### src/design/cmd_unit_map.vh
/*
  constants of the serial command unit: command codes, field positions,
  reset values and timing figures.
  assumes a 250 MHz system clock.
*/
`ifndef CMD_UNIT_MAP_VH
`define CMD_UNIT_MAP_VH

`define CLK_MHZ            250
`define WR_SAVE_SEL        7'h72
`define RD_SAVE_SEL        7'h33
`define WR_CONF_ONE        7'h74
`define RD_CONF_ONE        7'h34
`define WR_CONF_TWO        7'h75
`define RD_CONF_TWO        7'h35
`define WR_NODE_ADDR       7'h7c
`define WR_CUR_CAL         7'h7d
`define RD_FW_REV          7'h3e
`define RD_BOARD_REV       7'h3f
`define ADDR_FLAG          8'h80
`define NODE_ADDR_RST      7'h00
`define CONF_RST           14'h0000
`define SAVE_SEL_BITS      5
`define FD_BIT             9
`define DM_BIT             4
`define BM_BIT             3
`define SRC_HI             2
`define SRC_LO             1
`define UC_BIT             0
`define TOPS_BIT           8
`define POFF_BIT           7
`define USP_HI             2
`define USP_LO             1
`define CONF_ONE_MASK      14'h021f
`define CONF_TWO_MASK      14'h0186
`define SRC_NONE           2'b00
`define SRC_SHORT          2'b01
`define TIMEOUT_SHORT_MS   50
`define TIMEOUT_LONG_MS    2800
`define BAUD_DEFAULT       19200
`define CAL_TOL_PCT        20

`endif

### src/design/serial_config_command_unit.v
/*
  serial command unit of a motor speed controller: five byte write and two byte read addressed
  frames on a shared uart, configuration and save registers, version reads.
  assumes a 250 MHz clock, a synchronous rx line and an external flash
  engine that answers each save request with a done pulse.
*/
// Behaviour
// - write to save-select marks registers and starts the flash save at once
// - saved registers reload at restart and are locked against on-board controls; LOCK_O clears at reset and is set only by a save-select write
// - during a save pwm halts and no other command is served
// - save-select bits 4..0 choose pot max, pot min, top speed, IxR, calibration
// - config one bit 9: zero stop, one forward
// - config one bit 4: drive when zero, brake or coast when one
// - config one bit 3: zero coast, one automatic regeneration
// - auto brake regenerates when motor voltage exceeds commanded speed
// - config one bits 2:1 speed timeout: none, 50 ms, 2800 ms
// - config one bit 0 gates the configuration bits
// - config two: writing one clears a bit, zero leaves it
// - config two bit 8 enables top-speed supply compensation
// - config two bit 7 disables brake function of the pulse/brake pin
// - config two bits 2:1 baud code; 00 and default give 19200
// - 7-bit bus address, code 0x7c, default zero, saved and reloaded
// - device sends its address right after start
// - calibration write ignored when off internal measurement by over 20 percent
// - read-only 14-bit firmware and board revisions on 0x3e and 0x3f
// - read reply: address or 0x80, data high, data low, checksum with code
`timescale 1ns/1ps
`include "cmd_unit_map.vh"
module serial_config_command_unit #(
  parameter BAUD           = `BAUD_DEFAULT,
  parameter BIT_CYCLES     = `CLK_MHZ * 1000000 / `BAUD_DEFAULT,
  parameter SHORT_CYCLES   = `CLK_MHZ * 1000 * `TIMEOUT_SHORT_MS,
  parameter LONG_CYCLES    = `CLK_MHZ * 1000 * `TIMEOUT_LONG_MS,
  parameter [13:0] FW_REV    = 14'h0001, // arbitrary value
  parameter [13:0] BOARD_REV = 14'h0001  // arbitrary value
) (
  // clock and reset
  input  wire        MCLK_I,
  input  wire        RESET_I,
  // serial line
  input  wire        RXD_I,
  output reg         TXD_O,
  // flash side
  input  wire [6:0]  SAVED_ADDR_I,
  input  wire [13:0] SAVED_CONF_TWO_I,
  input  wire        SAVE_DONE_I,
  output reg         SAVE_START_O,
  output reg  [4:0]  SAVE_SELECT_O,
  output reg  [4:0]  LOCK_O,
  // measurement and speed control
  input  wire [13:0] CURRENT_MEAS_I,
  input  wire [13:0] MOTOR_VOLT_I,
  input  wire [13:0] SPEED_CMD_I,
  input  wire        SPEED_UPDATE_I,
  output reg  [13:0] CUR_CAL_O,
  output reg         CUR_CAL_STROBE_O,
  // drive controls
  output reg         PWM_HALT_O,
  output reg         FORWARD_O,
  output reg         DRIVE_BRAKE_O,
  output reg         REGEN_O,
  output reg         SPEED_RESET_O,
  output reg         TOP_SPEED_COMP_O,
  output reg         BRAKE_PIN_OFF_O,
  output reg  [1:0]  BAUD_CODE_O
);
  localparam ST_ADDR = 3'd0, ST_CMD = 3'd1, ST_DHI = 3'd2, ST_DLO = 3'd3, ST_SUM = 3'd4;

  wire [7:0] rx_data;
  wire       rx_valid;
  wire       tx_ready;
  reg  [7:0] tx_data;
  reg        tx_load;
  wire       txd;

  reg  [2:0]  state;
  reg         addr_hit;
  reg  [6:0]  cmd;
  reg  [6:0]  dhi;
  reg  [6:0]  dlo;
  reg  [4:0]  save_select;
  reg  [13:0] conf_one;
  reg  [13:0] conf_two;
  reg  [6:0]  node_addr;
  reg         saving;
  reg  [7:0]  reply [0:3];
  reg  [2:0]  reply_left;
  reg  [1:0]  reply_idx;
  reg         boot;
  reg  [31:0] idle_cnt;
  reg  [13:0] rd_val;

  wire [13:0] wr_val = {dhi, dlo};
  wire [6:0]  frame_sum = cmd + dhi + dlo;
  wire        cmd_is_read = ~cmd[6];
  wire [31:0] tol_full = (CURRENT_MEAS_I * `CAL_TOL_PCT) / 100;
  // 20 percent of a 14-bit value always fits in 16 bits
  wire [15:0] tol = tol_full[15:0];
  wire [15:0] cal_lo = {2'b00, CURRENT_MEAS_I} - tol;
  wire [15:0] cal_hi = {2'b00, CURRENT_MEAS_I} + tol;
  wire        cal_ok = ({2'b00, wr_val} >= cal_lo || tol > {2'b00, CURRENT_MEAS_I})
                       && {2'b00, wr_val} <= cal_hi;
  wire        gate = conf_one[`UC_BIT];

  serial_rx #(.BIT_CYCLES(BIT_CYCLES)) u_rx (
    .clk_i   (MCLK_I),
    .rst_i   (RESET_I),
    .rxd_i   (RXD_I),
    .data_o  (rx_data),
    .valid_o (rx_valid)
  );

  serial_tx #(.BIT_CYCLES(BIT_CYCLES)) u_tx (
    .clk_i   (MCLK_I),
    .rst_i   (RESET_I),
    .data_i  (tx_data),
    .load_i  (tx_load),
    .ready_o (tx_ready),
    .txd_o   (txd)
  );

  always @* begin
    case (cmd)
      `RD_SAVE_SEL:  rd_val = {9'h000, save_select};
      `RD_CONF_ONE:  rd_val = conf_one;
      `RD_CONF_TWO:  rd_val = conf_two;
      `RD_FW_REV:    rd_val = FW_REV;
      `RD_BOARD_REV: rd_val = BOARD_REV;
      default:       rd_val = 14'h0000;
    endcase
  end

  // frame parser and register writes
  always @(posedge MCLK_I) begin
    SAVE_START_O     <= 1'b0;
    CUR_CAL_STROBE_O <= 1'b0;
    tx_load          <= 1'b0;
    if (RESET_I) begin
      state       <= ST_ADDR;
      addr_hit    <= 1'b0;
      cmd         <= 7'h00;
      dhi         <= 7'h00;
      dlo         <= 7'h00;
      save_select <= 5'h00;
      conf_one    <= `CONF_RST;
      conf_two    <= `CONF_RST;
      node_addr   <= `NODE_ADDR_RST;
      saving      <= 1'b0;
      LOCK_O      <= 5'h00;
      CUR_CAL_O   <= 14'h0000;
      reply_left  <= 3'd0;
      reply_idx   <= 2'd0;
      boot        <= 1'b1;
      reply[0]    <= 8'h00;
      reply[1]    <= 8'h00;
      reply[2]    <= 8'h00;
      reply[3]    <= 8'h00;
    end else begin
      if (boot) begin
        // saved values reload one cycle after restart release
        boot       <= 1'b0;
        node_addr  <= SAVED_ADDR_I;
        conf_two   <= SAVED_CONF_TWO_I & `CONF_TWO_MASK;
        reply[0]   <= `ADDR_FLAG | {1'b0, SAVED_ADDR_I};
        reply_idx  <= 2'd0;
        reply_left <= 3'd1;
      end else if (reply_left != 3'd0 && tx_ready && !tx_load) begin
        tx_data    <= reply[reply_idx];
        tx_load    <= 1'b1;
        reply_idx  <= reply_idx + 2'd1;
        reply_left <= reply_left - 3'd1;
      end
      if (saving) begin
        if (SAVE_DONE_I)
          saving <= 1'b0;
        // bytes arriving mid-save are dropped; the parser restarts on a fresh address
        state <= ST_ADDR;
      end else if (rx_valid && !boot) begin
        if (rx_data[7]) begin
          addr_hit <= (rx_data[6:0] == node_addr);
          state    <= ST_CMD;
        end else begin
          case (state)
            ST_CMD: begin
              cmd   <= rx_data[6:0];
              state <= rx_data[6] ? ST_DHI : ST_ADDR;
              if (!rx_data[6] && addr_hit && reply_left == 3'd0) begin
                state <= ST_SUM;
              end
            end
            ST_DHI: begin
              dhi   <= rx_data[6:0];
              state <= ST_DLO;
            end
            ST_DLO: begin
              dlo   <= rx_data[6:0];
              state <= ST_SUM;
            end
            default: state <= ST_ADDR;
          endcase
        end
      end
      // read reply once the command byte is in
      if (!saving && state == ST_SUM && cmd_is_read) begin
        state      <= ST_ADDR;
        reply[0]   <= `ADDR_FLAG | {1'b0, node_addr};
        reply[1]   <= {1'b0, rd_val[13:7]};
        reply[2]   <= {1'b0, rd_val[6:0]};
        reply[3]   <= {1'b0, rd_val[13:7] + rd_val[6:0] + cmd};
        reply_idx  <= 2'd0;
        reply_left <= 3'd4;
      end
      if (!saving && rx_valid && !rx_data[7] && state == ST_SUM && !cmd_is_read) begin
        state <= ST_ADDR;
        if (addr_hit && rx_data[6:0] == frame_sum) begin
          case (cmd)
            `WR_SAVE_SEL: begin
              save_select <= wr_val[`SAVE_SEL_BITS-1:0];
              LOCK_O      <= LOCK_O | wr_val[`SAVE_SEL_BITS-1:0];
              saving      <= 1'b1;
              SAVE_START_O <= 1'b1;
            end
            `WR_CONF_ONE: conf_one <= wr_val & `CONF_ONE_MASK;
            `WR_CONF_TWO: conf_two <= conf_two & ~(wr_val & `CONF_TWO_MASK);
            `WR_NODE_ADDR: node_addr <= wr_val[6:0];
            `WR_CUR_CAL: begin
              if (cal_ok) begin
                CUR_CAL_O        <= wr_val;
                CUR_CAL_STROBE_O <= 1'b1;
              end
            end
            default: ;
          endcase
        end
      end
    end
  end

  // speed update watchdog
  always @(posedge MCLK_I) begin
    if (RESET_I || SPEED_UPDATE_I || !gate)
      idle_cnt <= 32'h0000_0000;
    else if (idle_cnt != 32'hffff_ffff)
      idle_cnt <= idle_cnt + 32'h0000_0001;
  end

  // drive outputs
  always @(posedge MCLK_I) begin
    if (RESET_I) begin
      TXD_O            <= 1'b1;
      SAVE_SELECT_O    <= 5'h00;
      PWM_HALT_O       <= 1'b0;
      FORWARD_O        <= 1'b0;
      DRIVE_BRAKE_O    <= 1'b0;
      REGEN_O          <= 1'b0;
      SPEED_RESET_O    <= 1'b0;
      TOP_SPEED_COMP_O <= 1'b0;
      BRAKE_PIN_OFF_O  <= 1'b0;
      BAUD_CODE_O      <= 2'b00;
    end else begin
      TXD_O            <= txd;
      SAVE_SELECT_O    <= save_select;
      PWM_HALT_O       <= saving;
      FORWARD_O        <= gate & conf_one[`FD_BIT];
      DRIVE_BRAKE_O    <= gate & conf_one[`DM_BIT];
      REGEN_O          <= gate & conf_one[`DM_BIT] & conf_one[`BM_BIT]
                          & (MOTOR_VOLT_I > SPEED_CMD_I);
      case (conf_one[`SRC_HI:`SRC_LO])
        `SRC_NONE:  SPEED_RESET_O <= 1'b0;
        `SRC_SHORT: SPEED_RESET_O <= gate && idle_cnt >= SHORT_CYCLES;
        default:    SPEED_RESET_O <= gate && idle_cnt >= LONG_CYCLES;
      endcase
      TOP_SPEED_COMP_O <= conf_two[`TOPS_BIT];
      BRAKE_PIN_OFF_O  <= conf_two[`POFF_BIT];
      BAUD_CODE_O      <= conf_two[`USP_HI:`USP_LO];
    end
  end
endmodule // serial_config_command_unit

### src/design/serial_rx.v
/*
  uart receiver, 8n1, lsb first, one byte pulse per character whose stop bit is high.
  assumes the line input is already synchronous to the clock.
*/
`timescale 1ns/1ps
module serial_rx #(
  parameter BIT_CYCLES = 13021
) (
  // clock and reset
  input  wire       clk_i,
  input  wire       rst_i,
  // line
  input  wire       rxd_i,
  // byte out
  output reg  [7:0] data_o,
  output reg        valid_o
);
  reg [15:0] cnt;
  reg [3:0]  bitn;
  reg        busy;

  always @(posedge clk_i) begin
    valid_o <= 1'b0;
    if (rst_i) begin
      cnt    <= 16'h0000;
      bitn   <= 4'h0;
      busy   <= 1'b0;
      data_o <= 8'h00;
    end else if (!busy) begin
      if (!rxd_i) begin
        busy <= 1'b1;
        bitn <= 4'h0;
        // sample mid-bit
        cnt  <= BIT_CYCLES[15:0] >> 1;
      end
    end else if (cnt != 16'h0000) begin
      cnt <= cnt - 16'h0001;
    end else begin
      cnt  <= BIT_CYCLES[15:0] - 16'h0001;
      bitn <= bitn + 4'h1;
      if (bitn == 4'h0 && rxd_i) begin
        busy <= 1'b0;
      end else if (bitn >= 4'h1 && bitn <= 4'h8) begin
        data_o <= {rxd_i, data_o[7:1]};
      end else if (bitn == 4'h9) begin
        busy    <= 1'b0;
        valid_o <= rxd_i;
      end
    end
  end
endmodule // serial_rx

### src/design/serial_tx.v
/*
  uart transmitter, 8n1, lsb first.
  assumes load_i is only given while ready_o is high.
*/
`timescale 1ns/1ps
module serial_tx #(
  parameter BIT_CYCLES = 13021
) (
  // clock and reset
  input  wire       clk_i,
  input  wire       rst_i,
  // byte in
  input  wire [7:0] data_i,
  input  wire       load_i,
  output reg        ready_o,
  // line
  output reg        txd_o
);
  reg [15:0] cnt;
  reg [3:0]  bitn;
  reg [9:0]  shift;

  always @(posedge clk_i) begin
    if (rst_i) begin
      cnt     <= 16'h0000;
      bitn    <= 4'h0;
      shift   <= 10'h3ff;
      ready_o <= 1'b1;
      txd_o   <= 1'b1;
    end else if (ready_o) begin
      if (load_i) begin
        shift   <= {1'b1, data_i, 1'b0};
        ready_o <= 1'b0;
        bitn    <= 4'h0;
        cnt     <= 16'h0000;
      end
    end else if (cnt != 16'h0000) begin
      cnt <= cnt - 16'h0001;
    end else if (bitn == 4'ha) begin
      ready_o <= 1'b1;
    end else begin
      txd_o <= shift[0];
      shift <= {1'b1, shift[9:1]};
      bitn  <= bitn + 4'h1;
      cnt   <= BIT_CYCLES[15:0] - 16'h0001;
    end
  end
endmodule // serial_tx

### config.mk
export PLATFORM = sky130hd
export DESIGN_NAME = serial_config_command_unit
export DESIGN_NICKNAME = d
export VERILOG_FILES = /design/src/design/serial_config_command_unit.v /design/src/design/serial_rx.v /design/src/design/serial_tx.v
export VERILOG_INCLUDE_DIRS = /design/src /design/src/design
export SDC_FILE = /design/constraint.sdc
export NUM_CORES = 1
export LEC_CHECK = 0
export ABC_AREA = 1
export BUFFER_PORTS_ARGS = -buffer_cell sky130_fd_sc_hd__buf_2
export CAP_MARGIN = 15
export CORE_UTILIZATION = 45
export DETAILED_ROUTE_END_ITERATION = 16
export GPL_TIMING_DRIVEN = 0
export MAX_ROUTING_LAYER = met4
export PLACE_DENSITY = 0.73
export SYNTH_ARGS = -nofsm -noshare
export SYNTH_HDL_FRONTEND = slang
export SYNTH_SLANG_ARGS = --single-unit
### constraint.sdc
create_clock -name MCLK_I -period 15.1 [get_ports MCLK_I]
set_input_delay 4.53 -clock MCLK_I [delete_from_list [all_inputs] [get_ports MCLK_I]]
set_output_delay 4.53 -clock MCLK_I [all_outputs]
set_load 0.02 [all_outputs]
==> impl_metrics.py <==
metrics = {
    "floorplanning": {
        "design.die.area_um2": 35900,
        "die_width_um": 189,
        "pin_count": 104,
        "die_y_um": 189,
        "start_util_pct": 45.7,
        "coreArea_um2": 34500,
        "rows": 68,
    },
    "grt": {
        "grt_antenna_before_repair": 0,
        "grt_pass1_vias": 14406,
        "track_usage_pct": 23.4,
        "grt_max_degree": 25,
        "grt_pass1_wl_um": 67700,
        "grt.overflow.total": 0,
    },
    "cts": {
        "cts_tree": "built",
        "h-tree-depth": 1,
        "cts_inserted_buffers": 24,
        "cts-root-buf": "clkbuf_16",
        "clk_latency_ns": 0.52,
        "path_clk_slew_ns": 0.06,
        "cts.path.max_buffers": 3,
        "cts.hold.buffers_added": 0,
        "clkSinkCount": 231,
    },
    "cells_and_area": {
        "layout_commonest_cell": "nand2_1",
        "fillCellCount": 3104,
        "drive_gt1_share_pct": 19.3,
        "antenna-diode-count": 0,
        "mostFrequentLayoutCells": "nand2_1 (395), inv_1 (340), dfxtp_1 (195)",
        "final_nets": 2620,
        "area_growth_pct": 23.1,
    },
    "critical_path": {
        "crit_top_cell": "nand2_4",
        "critPathLaunchType": "input port",
        "crit_path_top_delay_cell": "fa_2",
        "cp_max_fo": 7,
        "crit_required_ns": 15.51,
        "slowest_delay_ns": 0.37,
        "worstPathArrival_ns": 15.23,
        "reg2reg_depth": 17,
        "r2r-end": "reply[3][6]",
        "crit_type": "in2reg",
        "worstSetupEndpointType": "flop",
        "crit-reg2reg-launch": "cmd[0]",
        "rrSetupSlack_ns": 10.93,
    },
    "synthesis": {
        "synth_top_family_by_area": "simple AND/OR/NAND/NOR gates",
        "syn-cell-area_um2": 15800,
        "synth-adder-area-share_pct": 11.5,
        "synth_edf_count": 36,
        "syn_avg_cell_area_um2": 7.06,
        "synth-xor-area-share_pct": 4.21,
        "syn_nets": 2439,
        "async_reset_ff_share_pct": 0,
        "synth-compound-area-share_pct": 14.7,
        "ys_seq_elements": 231,
        "synthSimpleGateAreaFrac_pct": 28.3,
        "synth-seq-area-share_pct": 31.6,
        "synth_flop_cell": "dfxtp_1",
        "syn_inst": 2236,
        "ys_types": 56,
        "ys_warn_count": 0,
        "synthMuxAreaShare_pct": 0,
    },
    "sta": {
        "holdWs_ns": 0.444,
        "setup_ws_ns": 0.278,
        "slew-limit-headroom_pct": 34.5,
        "hold_viol": 0,
        "fin_crit_sh_pct": 98.2,
        "min_period_ns": 14.82,
        "skew_ns": 0.0131,
        "rsz0062_at_grt": "true",
        "max_freq_ghz": 0.0675,
        "worst_pin_slew_ns": 0.975,
        "drv_slew": 0,
        "setup_viol": 0,
    },
    "placement": {
        "detailed_place_hpwl_um": 32200,
        "place_ws_ns": -1.75,
        "gp_congestion": 0.958,
        "portBuffers": 93,
    },
    "detailed_routing": {
        "drtAntennaViolNets": 0,
        "drt-total-wl_um": 43300,
        "first_iter_violations": 1008,
        "dr.pass1.iters": 6,
        "drc": 0,
        "viasPerCell": 5.32,
        "wl_per_cell_um": 15.0,
        "vias": 15370,
    },
    "min_path": {
        "holdPathEnd": "conf_two[3]",
        "worstHoldStart": "conf_two[3]",
        "min_path_type": "reg2reg",
        "hold_depth": 2,
    },
    "job": {
        "cap_viol_max_count": 0,
    },
    "status": {
        "status": "finished, final reports clean",
    },
}
-- sequential cells by signal, indices dropped and copies added, names as in the netlist, 8 cells and up --
signal / flops
u_tx.cnt: 16
CUR_CAL_O: 14
u_rx.cnt: 16
reply: 29
idle_cnt: 32
tx_data: 8
conf_two: 14
u_rx.data_o: 8
u_tx.shift: 9
-- Yosys cell counts, types with 16 or more instances --
| master | instances | area [µm²] |
|---|---|---|
| nand2_2 | 40 | 250 |
| ha_1 | 118 | 1480 |
| inv_1 | 340 | 1280 |
| nand4_1 | 36 | 225 |
| a21oi_1 | 153 | 766 |
| nand2_1 | 449 | 1690 |
| edfxtp_1 | 36 | 1080 |
| nor3_1 | 51 | 255 |
| nand2_4 | 16 | 180 |
| nor2_1 | 212 | 796 |
| o21ai_0 | 147 | 736 |
| nor4_1 | 21 | 131 |
| nand3_1 | 109 | 546 |
| fa_1 | 17 | 340 |
| dfxtp_1 | 195 | 3900 |
| clkbuf_1 | 37 | 139 |
| inv_2 | 20 | 75.1 |
| xor2_1 | 61 | 534 |
-- worst max-delay path by stage --
stage                     slack, ns              start            end
after global routing          -0.43  CURRENT_MEAS_I[3]   CUR_CAL_O[5]
final                          0.28  CURRENT_MEAS_I[3]  CUR_CAL_O[11]
after detailed placement      -1.75  CURRENT_MEAS_I[1]   CUR_CAL_O[1]
after floorplan                0.53  CURRENT_MEAS_I[1]  CUR_CAL_O[13]
after global placement        -1.27  CURRENT_MEAS_I[1]  CUR_CAL_O[12]
after CTS                      0.06  CURRENT_MEAS_I[1]   CUR_CAL_O[1]
-- logic make-up after synthesis --
| logic type | count (synthesis) |
|---|---|
| and+or+nand+nor | 977 |
| buffers and inverters | 409 |
| AOI/OAI and AO/OA | 408 |
| DFF | 231 |
| adders and majority gates | 135 |
| xor gates and xnor gates | 76 |
-- critical path: cells and delay by family --
family	cells	cell delay, ns
buf+inv	5	0.62
simple gates	65	6.31
xor+xnor	1	0.15
compound gates	13	2.15
fa+ha+maj	6	1.45
-- per-layer routing --
layer	global-route usage, %	routed length [µm]
met5	-	0
met4	7.07	1170
met3	1.91	2020
met2	42.1	22000
met1	27.6	18100
-- metrics by stage --
| stage | std cells | TNS [ns] | area (µm²) | util [%] |
|---|---|---|---|---|
| global placement | 2784 | -18.08 | 16800 | 48.7 |
| finish | 2888 | 0 | 19400 | 56.3 |
| global route | 2888 | -5.91 | 19400 | 56.3 |
| detailed placement | 2784 | -24.68 | 16800 | 48.7 |
| CTS | 2837 | 0 | 17900 | 51.8 |
| floorplan | 2236 | 0 | 15800 | - |
-- cell type report --
type / count / area [µm²] / share of cell area (%)
Multi-Input combinational cell: 1596 / 10500 / 54.1
Inverter: 367 / 1390 / 7.15
Clock inverter: 7 / 93.8 / 0.483
Timing Repair Buffer: 155 / 1000 / 5.14
Sequential cell: 231 / 4980 / 25.6
Buffer: 42 / 180 / 0.927
Tap cell: 455 / 569 / 2.93
Clock buffer: 35 / 713 / 3.67
-- repair_timing --
item,in CTS,in global routing
gates cloned,0,1
gates resized for setup,41,246
pin swaps,19,92
setup buffers,11,50
endpoints found under the setup margin,15,15
Power is left out: the tool's default activity adds up to more than one toggle a clock period on the data nets, which glitch-free logic cannot reach.
